File: src/shared/cen_pkg.sv
// Constants, types and register map of the camera event notifier.
package cen_pkg;

    localparam int unsigned CEN_NUM_EVENTS = 9;
    localparam int unsigned CEN_TS_WIDTH = 32;
    localparam int unsigned CEN_ADDR_WIDTH = 6;

    // Register byte offsets.
    localparam logic [5:0] CEN_OFS_SELECT = 6'h00;
    localparam logic [5:0] CEN_OFS_ENABLE = 6'h04;
    localparam logic [5:0] CEN_OFS_STATUS = 6'h08;
    localparam logic [5:0] CEN_OFS_MASK = 6'h0C;
    localparam logic [5:0] CEN_OFS_DROPPED = 6'h10;
    localparam logic [5:0] CEN_OFS_TS_BASE = 6'h14;

    // Reset values.
    localparam logic [3:0] CEN_SELECT_RST = 4'h0;
    localparam logic [8:0] CEN_ENABLE_RST = 9'h000;
    localparam logic [1:0] CEN_MASK_RST = 2'h0;

    // Interrupt status bit positions.
    localparam int unsigned CEN_IRQ_SENT = 0;
    localparam int unsigned CEN_IRQ_DROP = 1;

    typedef enum logic [3:0] {
        CEN_EV_ACCEPTED = 4'h0,
        CEN_EV_REJECTED = 4'h1,
        CEN_EV_AWAITING = 4'h2,
        CEN_EV_SEND_BEGIN = 4'h3,
        CEN_EV_SEND_FINISH = 4'h4,
        CEN_EV_EXP_BEGIN = 4'h5,
        CEN_EV_EXP_FINISH = 4'h6,
        CEN_EV_TMR_BEGIN = 4'h7,
        CEN_EV_TMR_FINISH = 4'h8
    } cen_event_e;

    localparam logic [15:0] CEN_ID_ACCEPTED = 16'h8020;
    localparam logic [15:0] CEN_ID_REJECTED = 16'h8021;
    localparam logic [15:0] CEN_ID_AWAITING = 16'h8022;
    localparam logic [15:0] CEN_ID_SEND_BEGIN = 16'h8030;
    localparam logic [15:0] CEN_ID_SEND_FINISH = 16'h8031;
    localparam logic [15:0] CEN_ID_EXP_BEGIN = 16'h8040;
    localparam logic [15:0] CEN_ID_EXP_FINISH = 16'h8041;
    localparam logic [15:0] CEN_ID_TMR_BEGIN = 16'h9000;
    localparam logic [15:0] CEN_ID_TMR_FINISH = 16'h9100;

    // Software register request.
    typedef struct packed {
        logic [5:0] addr;
        logic [31:0] wdata;
        logic wr;
        logic rd;
    } cen_reg_req_s;

    // One event message toward the host.
    typedef struct packed {
        logic [15:0] id;
        logic [31:0] timestamp;
    } cen_msg_s;

endpackage

File: src/design/cen_ts_store.sv
`timescale 1ns/1ps
// Per-type timestamp store with registered read data.
module cen_ts_store
    import cen_pkg::*;
#(
    parameter int unsigned DEPTH = 9,
    parameter int unsigned WIDTH = 32
) (
    // Clock and reset
    input wire logic clk_i,
    input wire logic rst_i,
    // Write side, one bit per entry
    input wire logic [DEPTH-1:0] wr_en_i,
    input wire logic [WIDTH-1:0] wr_data_i,
    // Read side
    input wire logic [3:0] rd_idx_i,
    output logic [WIDTH-1:0] rd_data_o
);

    logic [WIDTH-1:0] mem_q [DEPTH];

    genvar g;
    generate
        for (g = 0; g < DEPTH; g++) begin : g_entry
            always_ff @(posedge clk_i or posedge rst_i) begin
                if (rst_i) begin
                    mem_q[g] <= '0;
                end else if (wr_en_i[g]) begin
                    mem_q[g] <= wr_data_i;
                end
            end
        end
    endgenerate

    wire logic rd_hit = 32'(rd_idx_i) < DEPTH;

    always_ff @(posedge clk_i or posedge rst_i) begin
        if (rst_i) begin
            rd_data_o <= '0;
        end else begin
            rd_data_o <= rd_hit ? mem_q[rd_idx_i] : '0;
        end
    end

endmodule

File: src/design/cen_notifier.sv
`timescale 1ns/1ps
// Camera event notifier: timestamps milestones and emits event messages.
module cen_notifier
    import cen_pkg::*;
#(
    parameter int unsigned TS_WIDTH = CEN_TS_WIDTH
) (
    // Clock and reset
    input wire logic clk_i,
    input wire logic rst_i,
    // Acquisition milestones, one-cycle pulses in type order
    input wire logic [CEN_NUM_EVENTS-1:0] event_pulse_i,
    // Register port
    input wire logic [CEN_ADDR_WIDTH-1:0] reg_addr_i,
    input wire logic [31:0] reg_wdata_i,
    input wire logic reg_wr_i,
    input wire logic reg_rd_i,
    output logic [31:0] reg_rdata_o,
    // Event message channel toward the host
    output logic msg_valid_o,
    output logic [15:0] msg_id_o,
    output logic [TS_WIDTH-1:0] msg_ts_o,
    input wire logic msg_ready_i,
    // Interrupt
    output logic irq_o
);

    ////////////////////////////////////////////////////////////////////////////
    // Register decode.

    cen_reg_req_s req;
    assign req = '{addr: reg_addr_i, wdata: reg_wdata_i, wr: reg_wr_i, rd: reg_rd_i};

    wire logic hit_select = req.addr == CEN_OFS_SELECT;
    wire logic hit_enable = req.addr == CEN_OFS_ENABLE;
    wire logic hit_status = req.addr == CEN_OFS_STATUS;
    wire logic hit_mask = req.addr == CEN_OFS_MASK;
    wire logic hit_dropped = req.addr == CEN_OFS_DROPPED;
    wire logic [5:0] ts_off = req.addr - CEN_OFS_TS_BASE;
    wire logic hit_ts = req.addr >= CEN_OFS_TS_BASE && ts_off[1:0] == 2'h0 && ts_off[5:2] < 4'(CEN_NUM_EVENTS);

    logic [3:0] select_q;
    logic [CEN_NUM_EVENTS-1:0] enable_q;
    logic [1:0] status_q;
    logic [1:0] mask_q;
    logic [15:0] dropped_q;

    // Only legal type codes are accepted, so the selector never names a missing type.
    wire logic select_ok = req.wdata[31:4] == 28'h0 && req.wdata[3:0] < 4'(CEN_NUM_EVENTS);

    always_ff @(posedge clk_i or posedge rst_i) begin
        if (rst_i) begin
            select_q <= CEN_SELECT_RST;
        end else if (req.wr && hit_select && select_ok) begin
            select_q <= req.wdata[3:0];
        end
    end

    always_ff @(posedge clk_i or posedge rst_i) begin
        if (rst_i) begin
            enable_q <= CEN_ENABLE_RST;
        end else if (req.wr && hit_enable) begin
            enable_q[select_q] <= req.wdata[0];
        end
    end

    always_ff @(posedge clk_i or posedge rst_i) begin
        if (rst_i) begin
            mask_q <= CEN_MASK_RST;
        end else if (req.wr && hit_mask) begin
            mask_q <= req.wdata[1:0];
        end
    end

    // The interrupt flop looks at the mask it will hold, so a mask write moves the line in the same edge.
    wire logic [1:0] mask_d = (req.wr && hit_mask) ? req.wdata[1:0] : mask_q;

    ////////////////////////////////////////////////////////////////////////////
    // Timestamps.

    logic [TS_WIDTH-1:0] time_q;

    always_ff @(posedge clk_i or posedge rst_i) begin
        if (rst_i) begin
            time_q <= '0;
        end else begin
            time_q <= time_q + 1'b1;
        end
    end

    logic [TS_WIDTH-1:0] ts_rdata;

    cen_ts_store #(
        .DEPTH(CEN_NUM_EVENTS),
        .WIDTH(TS_WIDTH)
    ) u_store (
        .clk_i(clk_i),
        .rst_i(rst_i),
        .wr_en_i(event_pulse_i),
        .wr_data_i(time_q),
        .rd_idx_i(ts_off[5:2]),
        .rd_data_o(ts_rdata)
    );

    ////////////////////////////////////////////////////////////////////////////
    // Event capture and message arbitration.

    // Occurrences wait here until loaded into the message slot; a repeat before that counts as dropped.
    logic [CEN_NUM_EVENTS-1:0] pend_q;
    logic [TS_WIDTH-1:0] pend_ts_q [CEN_NUM_EVENTS];
    wire logic [CEN_NUM_EVENTS-1:0] fire = event_pulse_i & enable_q;

    logic [15:0] id_tab [CEN_NUM_EVENTS];
    assign id_tab[CEN_EV_ACCEPTED] = CEN_ID_ACCEPTED;
    assign id_tab[CEN_EV_REJECTED] = CEN_ID_REJECTED;
    assign id_tab[CEN_EV_AWAITING] = CEN_ID_AWAITING;
    assign id_tab[CEN_EV_SEND_BEGIN] = CEN_ID_SEND_BEGIN;
    assign id_tab[CEN_EV_SEND_FINISH] = CEN_ID_SEND_FINISH;
    assign id_tab[CEN_EV_EXP_BEGIN] = CEN_ID_EXP_BEGIN;
    assign id_tab[CEN_EV_EXP_FINISH] = CEN_ID_EXP_FINISH;
    assign id_tab[CEN_EV_TMR_BEGIN] = CEN_ID_TMR_BEGIN;
    assign id_tab[CEN_EV_TMR_FINISH] = CEN_ID_TMR_FINISH;

    // Lowest type number wins when several are pending.
    logic [3:0] pick;
    logic pick_any;
    always_comb begin
        pick = 4'h0;
        pick_any = 1'b0;
        for (int i = CEN_NUM_EVENTS - 1; i >= 0; i--) begin
            if (pend_q[i]) begin
                pick = 4'(i);
                pick_any = 1'b1;
            end
        end
    end

    wire logic slot_free = !msg_valid_o || msg_ready_i;
    wire logic load = slot_free && pick_any;
    wire logic [CEN_NUM_EVENTS-1:0] taken = load ? (CEN_NUM_EVENTS'(1) << pick) : '0;
    wire logic any_drop = |(fire & pend_q & ~taken);

    genvar g;
    generate
        for (g = 0; g < CEN_NUM_EVENTS; g++) begin : g_pend
            always_ff @(posedge clk_i or posedge rst_i) begin
                if (rst_i) begin
                    pend_q[g] <= 1'b0;
                    pend_ts_q[g] <= '0;
                end else begin
                    // A new occurrence in the cycle its predecessor is taken stays pending.
                    pend_q[g] <= fire[g] | (pend_q[g] & ~taken[g]);
                    if (fire[g]) begin
                        pend_ts_q[g] <= time_q;
                    end
                end
            end
        end
    endgenerate

    always_ff @(posedge clk_i or posedge rst_i) begin
        if (rst_i) begin
            msg_valid_o <= 1'b0;
            msg_id_o <= '0;
            msg_ts_o <= '0;
        end else if (slot_free) begin
            msg_valid_o <= pick_any;
            msg_id_o <= pick_any ? id_tab[pick] : '0;
            msg_ts_o <= pick_any ? pend_ts_q[pick] : '0;
        end
    end

    ////////////////////////////////////////////////////////////////////////////
    // Interrupt status; a hardware set wins over a software clear.

    wire logic sent = msg_valid_o && msg_ready_i;
    wire logic [1:0] st_set = {any_drop, sent};
    wire logic [1:0] st_clr = (req.wr && hit_status) ? req.wdata[1:0] : 2'h0;

    always_ff @(posedge clk_i or posedge rst_i) begin
        if (rst_i) begin
            status_q <= 2'h0;
            dropped_q <= '0;
            irq_o <= 1'b0;
        end else begin
            status_q <= st_set | (status_q & ~st_clr);
            irq_o <= |((st_set | (status_q & ~st_clr)) & mask_d);
            if (any_drop && dropped_q != 16'hFFFF) begin
                dropped_q <= dropped_q + 16'h0001;
            end
        end
    end

    ////////////////////////////////////////////////////////////////////////////
    // Read data, valid one cycle after the read strobe.

    logic rd_ts_q;
    logic [31:0] rd_reg_q;

    always_ff @(posedge clk_i or posedge rst_i) begin
        if (rst_i) begin
            rd_ts_q <= 1'b0;
            rd_reg_q <= '0;
        end else begin
            rd_ts_q <= req.rd && hit_ts;
            rd_reg_q <= '0;
            if (req.rd) begin
                unique case (1'b1)
                    hit_select: rd_reg_q <= {28'h0, select_q};
                    hit_enable: rd_reg_q <= {31'h0, enable_q[select_q]};
                    hit_status: rd_reg_q <= {30'h0, status_q};
                    hit_mask: rd_reg_q <= {30'h0, mask_q};
                    hit_dropped: rd_reg_q <= {16'h0, dropped_q};
                    default: rd_reg_q <= '0;
                endcase
            end
        end
    end

    // The timestamp store already registers its data, so the mux stays combinational here.
    always_comb begin
        reg_rdata_o = rd_ts_q ? 32'(ts_rdata) : rd_reg_q;
    end

    ////////////////////////////////////////////////////////////////////////////
    // Checks.

    accepted_id_a: assert property (@(posedge clk_i) disable iff (rst_i)
        msg_valid_o && msg_id_o == CEN_ID_ACCEPTED |-> $past(pend_q[0], 1) || $past(msg_valid_o))
        else $error("accepted message without pending accepted event");
    disabled_silent_a: assert property (@(posedge clk_i) disable iff (rst_i)
        event_pulse_i[0] && !enable_q[0] && !pend_q[0] |=> !pend_q[0])
        else $error("disabled type became pending");
    enabled_pend_a: assert property (@(posedge clk_i) disable iff (rst_i)
        |fire |=> |pend_q || msg_valid_o)
        else $error("enabled event lost");
    msg_hold_a: assert property (@(posedge clk_i) disable iff (rst_i)
        msg_valid_o && !msg_ready_i |=> msg_valid_o && $stable(msg_id_o) && $stable(msg_ts_o))
        else $error("message changed while stalled");
    ts_latch_a: assert property (@(posedge clk_i) disable iff (rst_i)
        event_pulse_i[3] |=> u_store.mem_q[3] == time_q - 1'b1)
        else $error("timestamp not latched from counter");
    ts_hold_a: assert property (@(posedge clk_i) disable iff (rst_i)
        !event_pulse_i[6] |=> $stable(u_store.mem_q[6]))
        else $error("timestamp changed without event");
    select_legal_a: assert property (@(posedge clk_i) disable iff (rst_i)
        select_q < 4'(CEN_NUM_EVENTS))
        else $error("selector out of range");
    enable_write_a: assert property (@(posedge clk_i) disable iff (rst_i)
        req.wr && hit_enable |=> enable_q[$past(select_q)] == $past(req.wdata[0]))
        else $error("switch write missed selected type");
    irq_level_a: assert property (@(posedge clk_i) disable iff (rst_i)
        irq_o == |(status_q & mask_q))
        else $error("interrupt level differs from unmasked status");

endmodule

File: config.mk
export PLATFORM = sky130hd
export DESIGN_NAME = cen_notifier
export DESIGN_NICKNAME = d
export VERILOG_FILES = /design/src/shared/cen_pkg.sv /design/src/design/cen_ts_store.sv /design/src/design/cen_notifier.sv
export SDC_FILE = /design/constraint.sdc
export NUM_CORES = 2
export LEC_CHECK = 0
export BUFFER_PORTS_ARGS = -buffer_cell sky130_fd_sc_hd__buf_2
export CAP_MARGIN = 25
export CELL_PAD_IN_SITES_DETAIL_PLACEMENT = 1
export CELL_PAD_IN_SITES_GLOBAL_PLACEMENT = 2
export CORE_MARGIN = 3
export CORE_UTILIZATION = 44
export DETAILED_ROUTE_END_ITERATION = 7
export PLACE_DENSITY_LB_ADDON = 0.1
export SETUP_SLACK_MARGIN = 0.4
export SLEW_MARGIN = 30
export SYNTH_ARGS = -nofsm -noshare
export SYNTH_HDL_FRONTEND = slang
export SYNTH_SLANG_ARGS = --single-unit
export TNS_END_PERCENT = 100
File: constraint.sdc
create_clock -name clk_i -period 67.6 [get_ports clk_i]
set_clock_uncertainty 0.15 [all_clocks]
set_input_delay 6.76 -clock clk_i [delete_from_list [all_inputs] [get_ports clk_i]]
set_output_delay 6.76 -clock clk_i [all_outputs]
set_load 0.05 [all_outputs]
==> metrics.yaml <==
wl_met1_um: 42660
wl_met3_um: 2452
cts_resized: 0
dieHeight_um: 281.5
die_w_um: 281.5
cp-end-kind: "flip-flop"
postSynthCellCount: 2618
path_max_fanout: 65
fin_crit_sh: 0.1566
synth-seq-cells: 740
critical_path_required_ns: 67.98
syn_to_final_growth_pct: 12.70
clock_latency_ns: 0.63
stdcell_count: 3674
syn_area_mm2: 0.03339
cts-root-buf: "clkbuf_16"
arrival_ns: 10.96
p_clk_frac: 0.438
setup_tns_ns: 0
internal_power_uw: 775.6
fp.coreArea_mm2: 0.07482
fin_area_mm2: 0.03763
post_cts_buffers: 0
overflow: 0
power_density_mw_per_mm2: 28.39
hold_class: "reg -> reg"
dp.cells: 3523
swShare: 0.2740
vias_per_cell: 5.910
setup_viol: 0
clk_path_buf_depth: 3
initial_core_util: 0.4463
drt_iter0_markers: 1068
async_reset_ff_frac: 1.000
final_antenna_net_count: 0
fmax_ghz: 0.09446
placed_cell_area_mm2: 0.03475
seq_area_frac_synth: 0.5546
hold_viol: 0
worst_pin_slew_ns: 1.007
fin_util: 0.5030
yosys_most_used_dff: "dfrtp_1"
grt_pass1_vias: 24010
yosysWarningCount: 0
port_buffers: 125
drc: 0
pwr-share-seq: 0.433
wire_per_inst_um: 26.25
antenna_found_initial: 0
fillCellCount: 7510
combPwrFrac: 0.130
grt_use_total: 0.2463
whs_path_depth: 2
route.met2.wl_um: 49260
synth_edf_count: 0
crit_path_start_kind: "input port"
status: "completed"
cts_buffers: 83
wirelength_um: 96450
grt_max_degree: 173
htree_levels: 3
path_class: "in -> reg"
ir_drop_uv: 20.02
avgSynthCellArea_um2: 12.75
path_clk_slew_ns: 0.06
die_area_mm2: 0.07923
drv_slew: 0
ios: 134
cts_hold_buf: 0
nNetsFinal: 2704
num_vias: 21710
synth_cell_types: 66
grt_pass1_wl_um: 148500
layout-drive-gt1-share: 0.3798
cts.sinks: 740
drv_cap: 0
dp_hpwl_um: 55970
rsz0062_at_grt: "no"
relSlewSlack: 0.3285
first_pass_iters: 5
reg2reg_depth: 10
power_switching_uw: 292.8
p_leak_uw: 0.01801
gp_congestion: 0.7403
rows: 100
top_layer_used: "met4"
cts_tree: "yes"
period_minus_slack_ns: 10.59
[per-layer routing]
layer / vias up / track usage
met5: - / 0
met4: 0 / 0.06063
met3: 142 / 0.03080
met2: 307 / 0.4366
met1: 11790 / 0.3223
li1: 9474 / -
[state kept, by name, summed over array words and instances (netlist names)]
register,flops
dropped_q,16
enable_q,9
irq_o,1
mask_q,2
msg_id_o,8
msg_ts_o,32
pend_q,9
pend_ts_q,288
rd_reg_q,16
rd_ts_q,1
select_q,4
status_q,2
time_q,32
u_store.mem_q,288
u_store.rd_data_o,32
[final cells by class]
cell class	count	area (µm²)	area share
Clock buffer	122	2511	0.06673
Clock inverter	27	325.3	0.008644
Timing Repair Buffer	174	1065	0.02829
Sequential cell	740	18520	0.4922
Multi-Input combinational cell	1630	13940	0.3705
Antenna cell	1	2.502	0.00006650
Tap cell	969	1212	0.03222
Inverter	11	51.30	0.001363
[synth_stat cells (all sizes together), types with 22 or more instances]
master  instances  share of area
a21oi          38         0.0060
a22oi          32         0.0072
and2           34         0.0064
and3           22         0.0041
buf            52         0.0085
clkbuf        192          0.022
dfrtp         740           0.55
mux2          622           0.21
mux2i          53          0.016
mux4           45          0.030
nand2         223          0.025
nand3         107          0.016
nor2           54         0.0063
o21ai         119          0.018
o221ai         42          0.011
xnor2          41          0.011
[power groups by stage]
stage                     registers (µW)  clock network (µW)  logic (µW)
after floorplan                      481                   0        80.0
final                                462                 468         139
after global routing                 463                 500         149
after CTS                            462                 478         141
after global placement               470                   0         137
after detailed placement             470                   0         140
[critical path, cell delays in order]
cell and delay (ns):
buf_4 0.60, clkinv_1 0.68, ha_1 0.55, xor2_4 0.19
buf_4 0.61, a21oi_1 0.22, nor2_2 0.52, buf_4 0.48
nand2_1 0.10, a22oi_1 0.19
[worst paths after layout]
check                                        endpoint           from  slack (ns)
max in group asynchronous                 enable_q[4]          rst_i       58.28
worst min-delay path                      msg_id_o[4]    msg_id_o[4]        0.33
min in group asynchronous          u_store.mem_q[277]          rst_i        6.13
worst max register to register           dropped_q[1]      pend_q[3]       63.18
worst min register to register            msg_id_o[4]    msg_id_o[4]        0.33
worst max-delay path            u_store.rd_data_o[28]  reg_addr_i[2]       57.01
[logic make-up after synthesis]
group / count (synthesis) / synth area share
muxes: 720 / 0.2560
xor gates and xnor gates: 47 / 0.01233
other: 1 / 0.0001123
DFF: 740 / 0.5546
buffers and inverters: 255 / 0.03144
adders and majority gates: 12 / 0.004496
AOI/OAI and AO/OA: 338 / 0.06913
and+or+nand+nor: 505 / 0.07194
[through the flow]
stage	hold WS, ns	setup slack (ns)	power (µW)
detailed placement	0.3225	56.26	610.3
global route	0.3590	56.66	1112
finish	0.3320	57.01	1068
floorplan	0.2936	39.93	560.9
global placement	0.3062	56.40	607.4
CTS	0.3378	56.90	1081
[layout by cell type (no fill, tap or decap), drive strengths merged, types with 22 or more instances in the layout]
master  instances
clkbuf        122
nand3         107
mux2i          53
nand2         223
dfrtp         740
and3           22
o21ai         119
o221ai         42
mux2          622
xnor2          41
nor2           54
and2           34
a22oi          32
mux4           45
buf           174
a21oi          38
(Power assumes the default switching activity.)
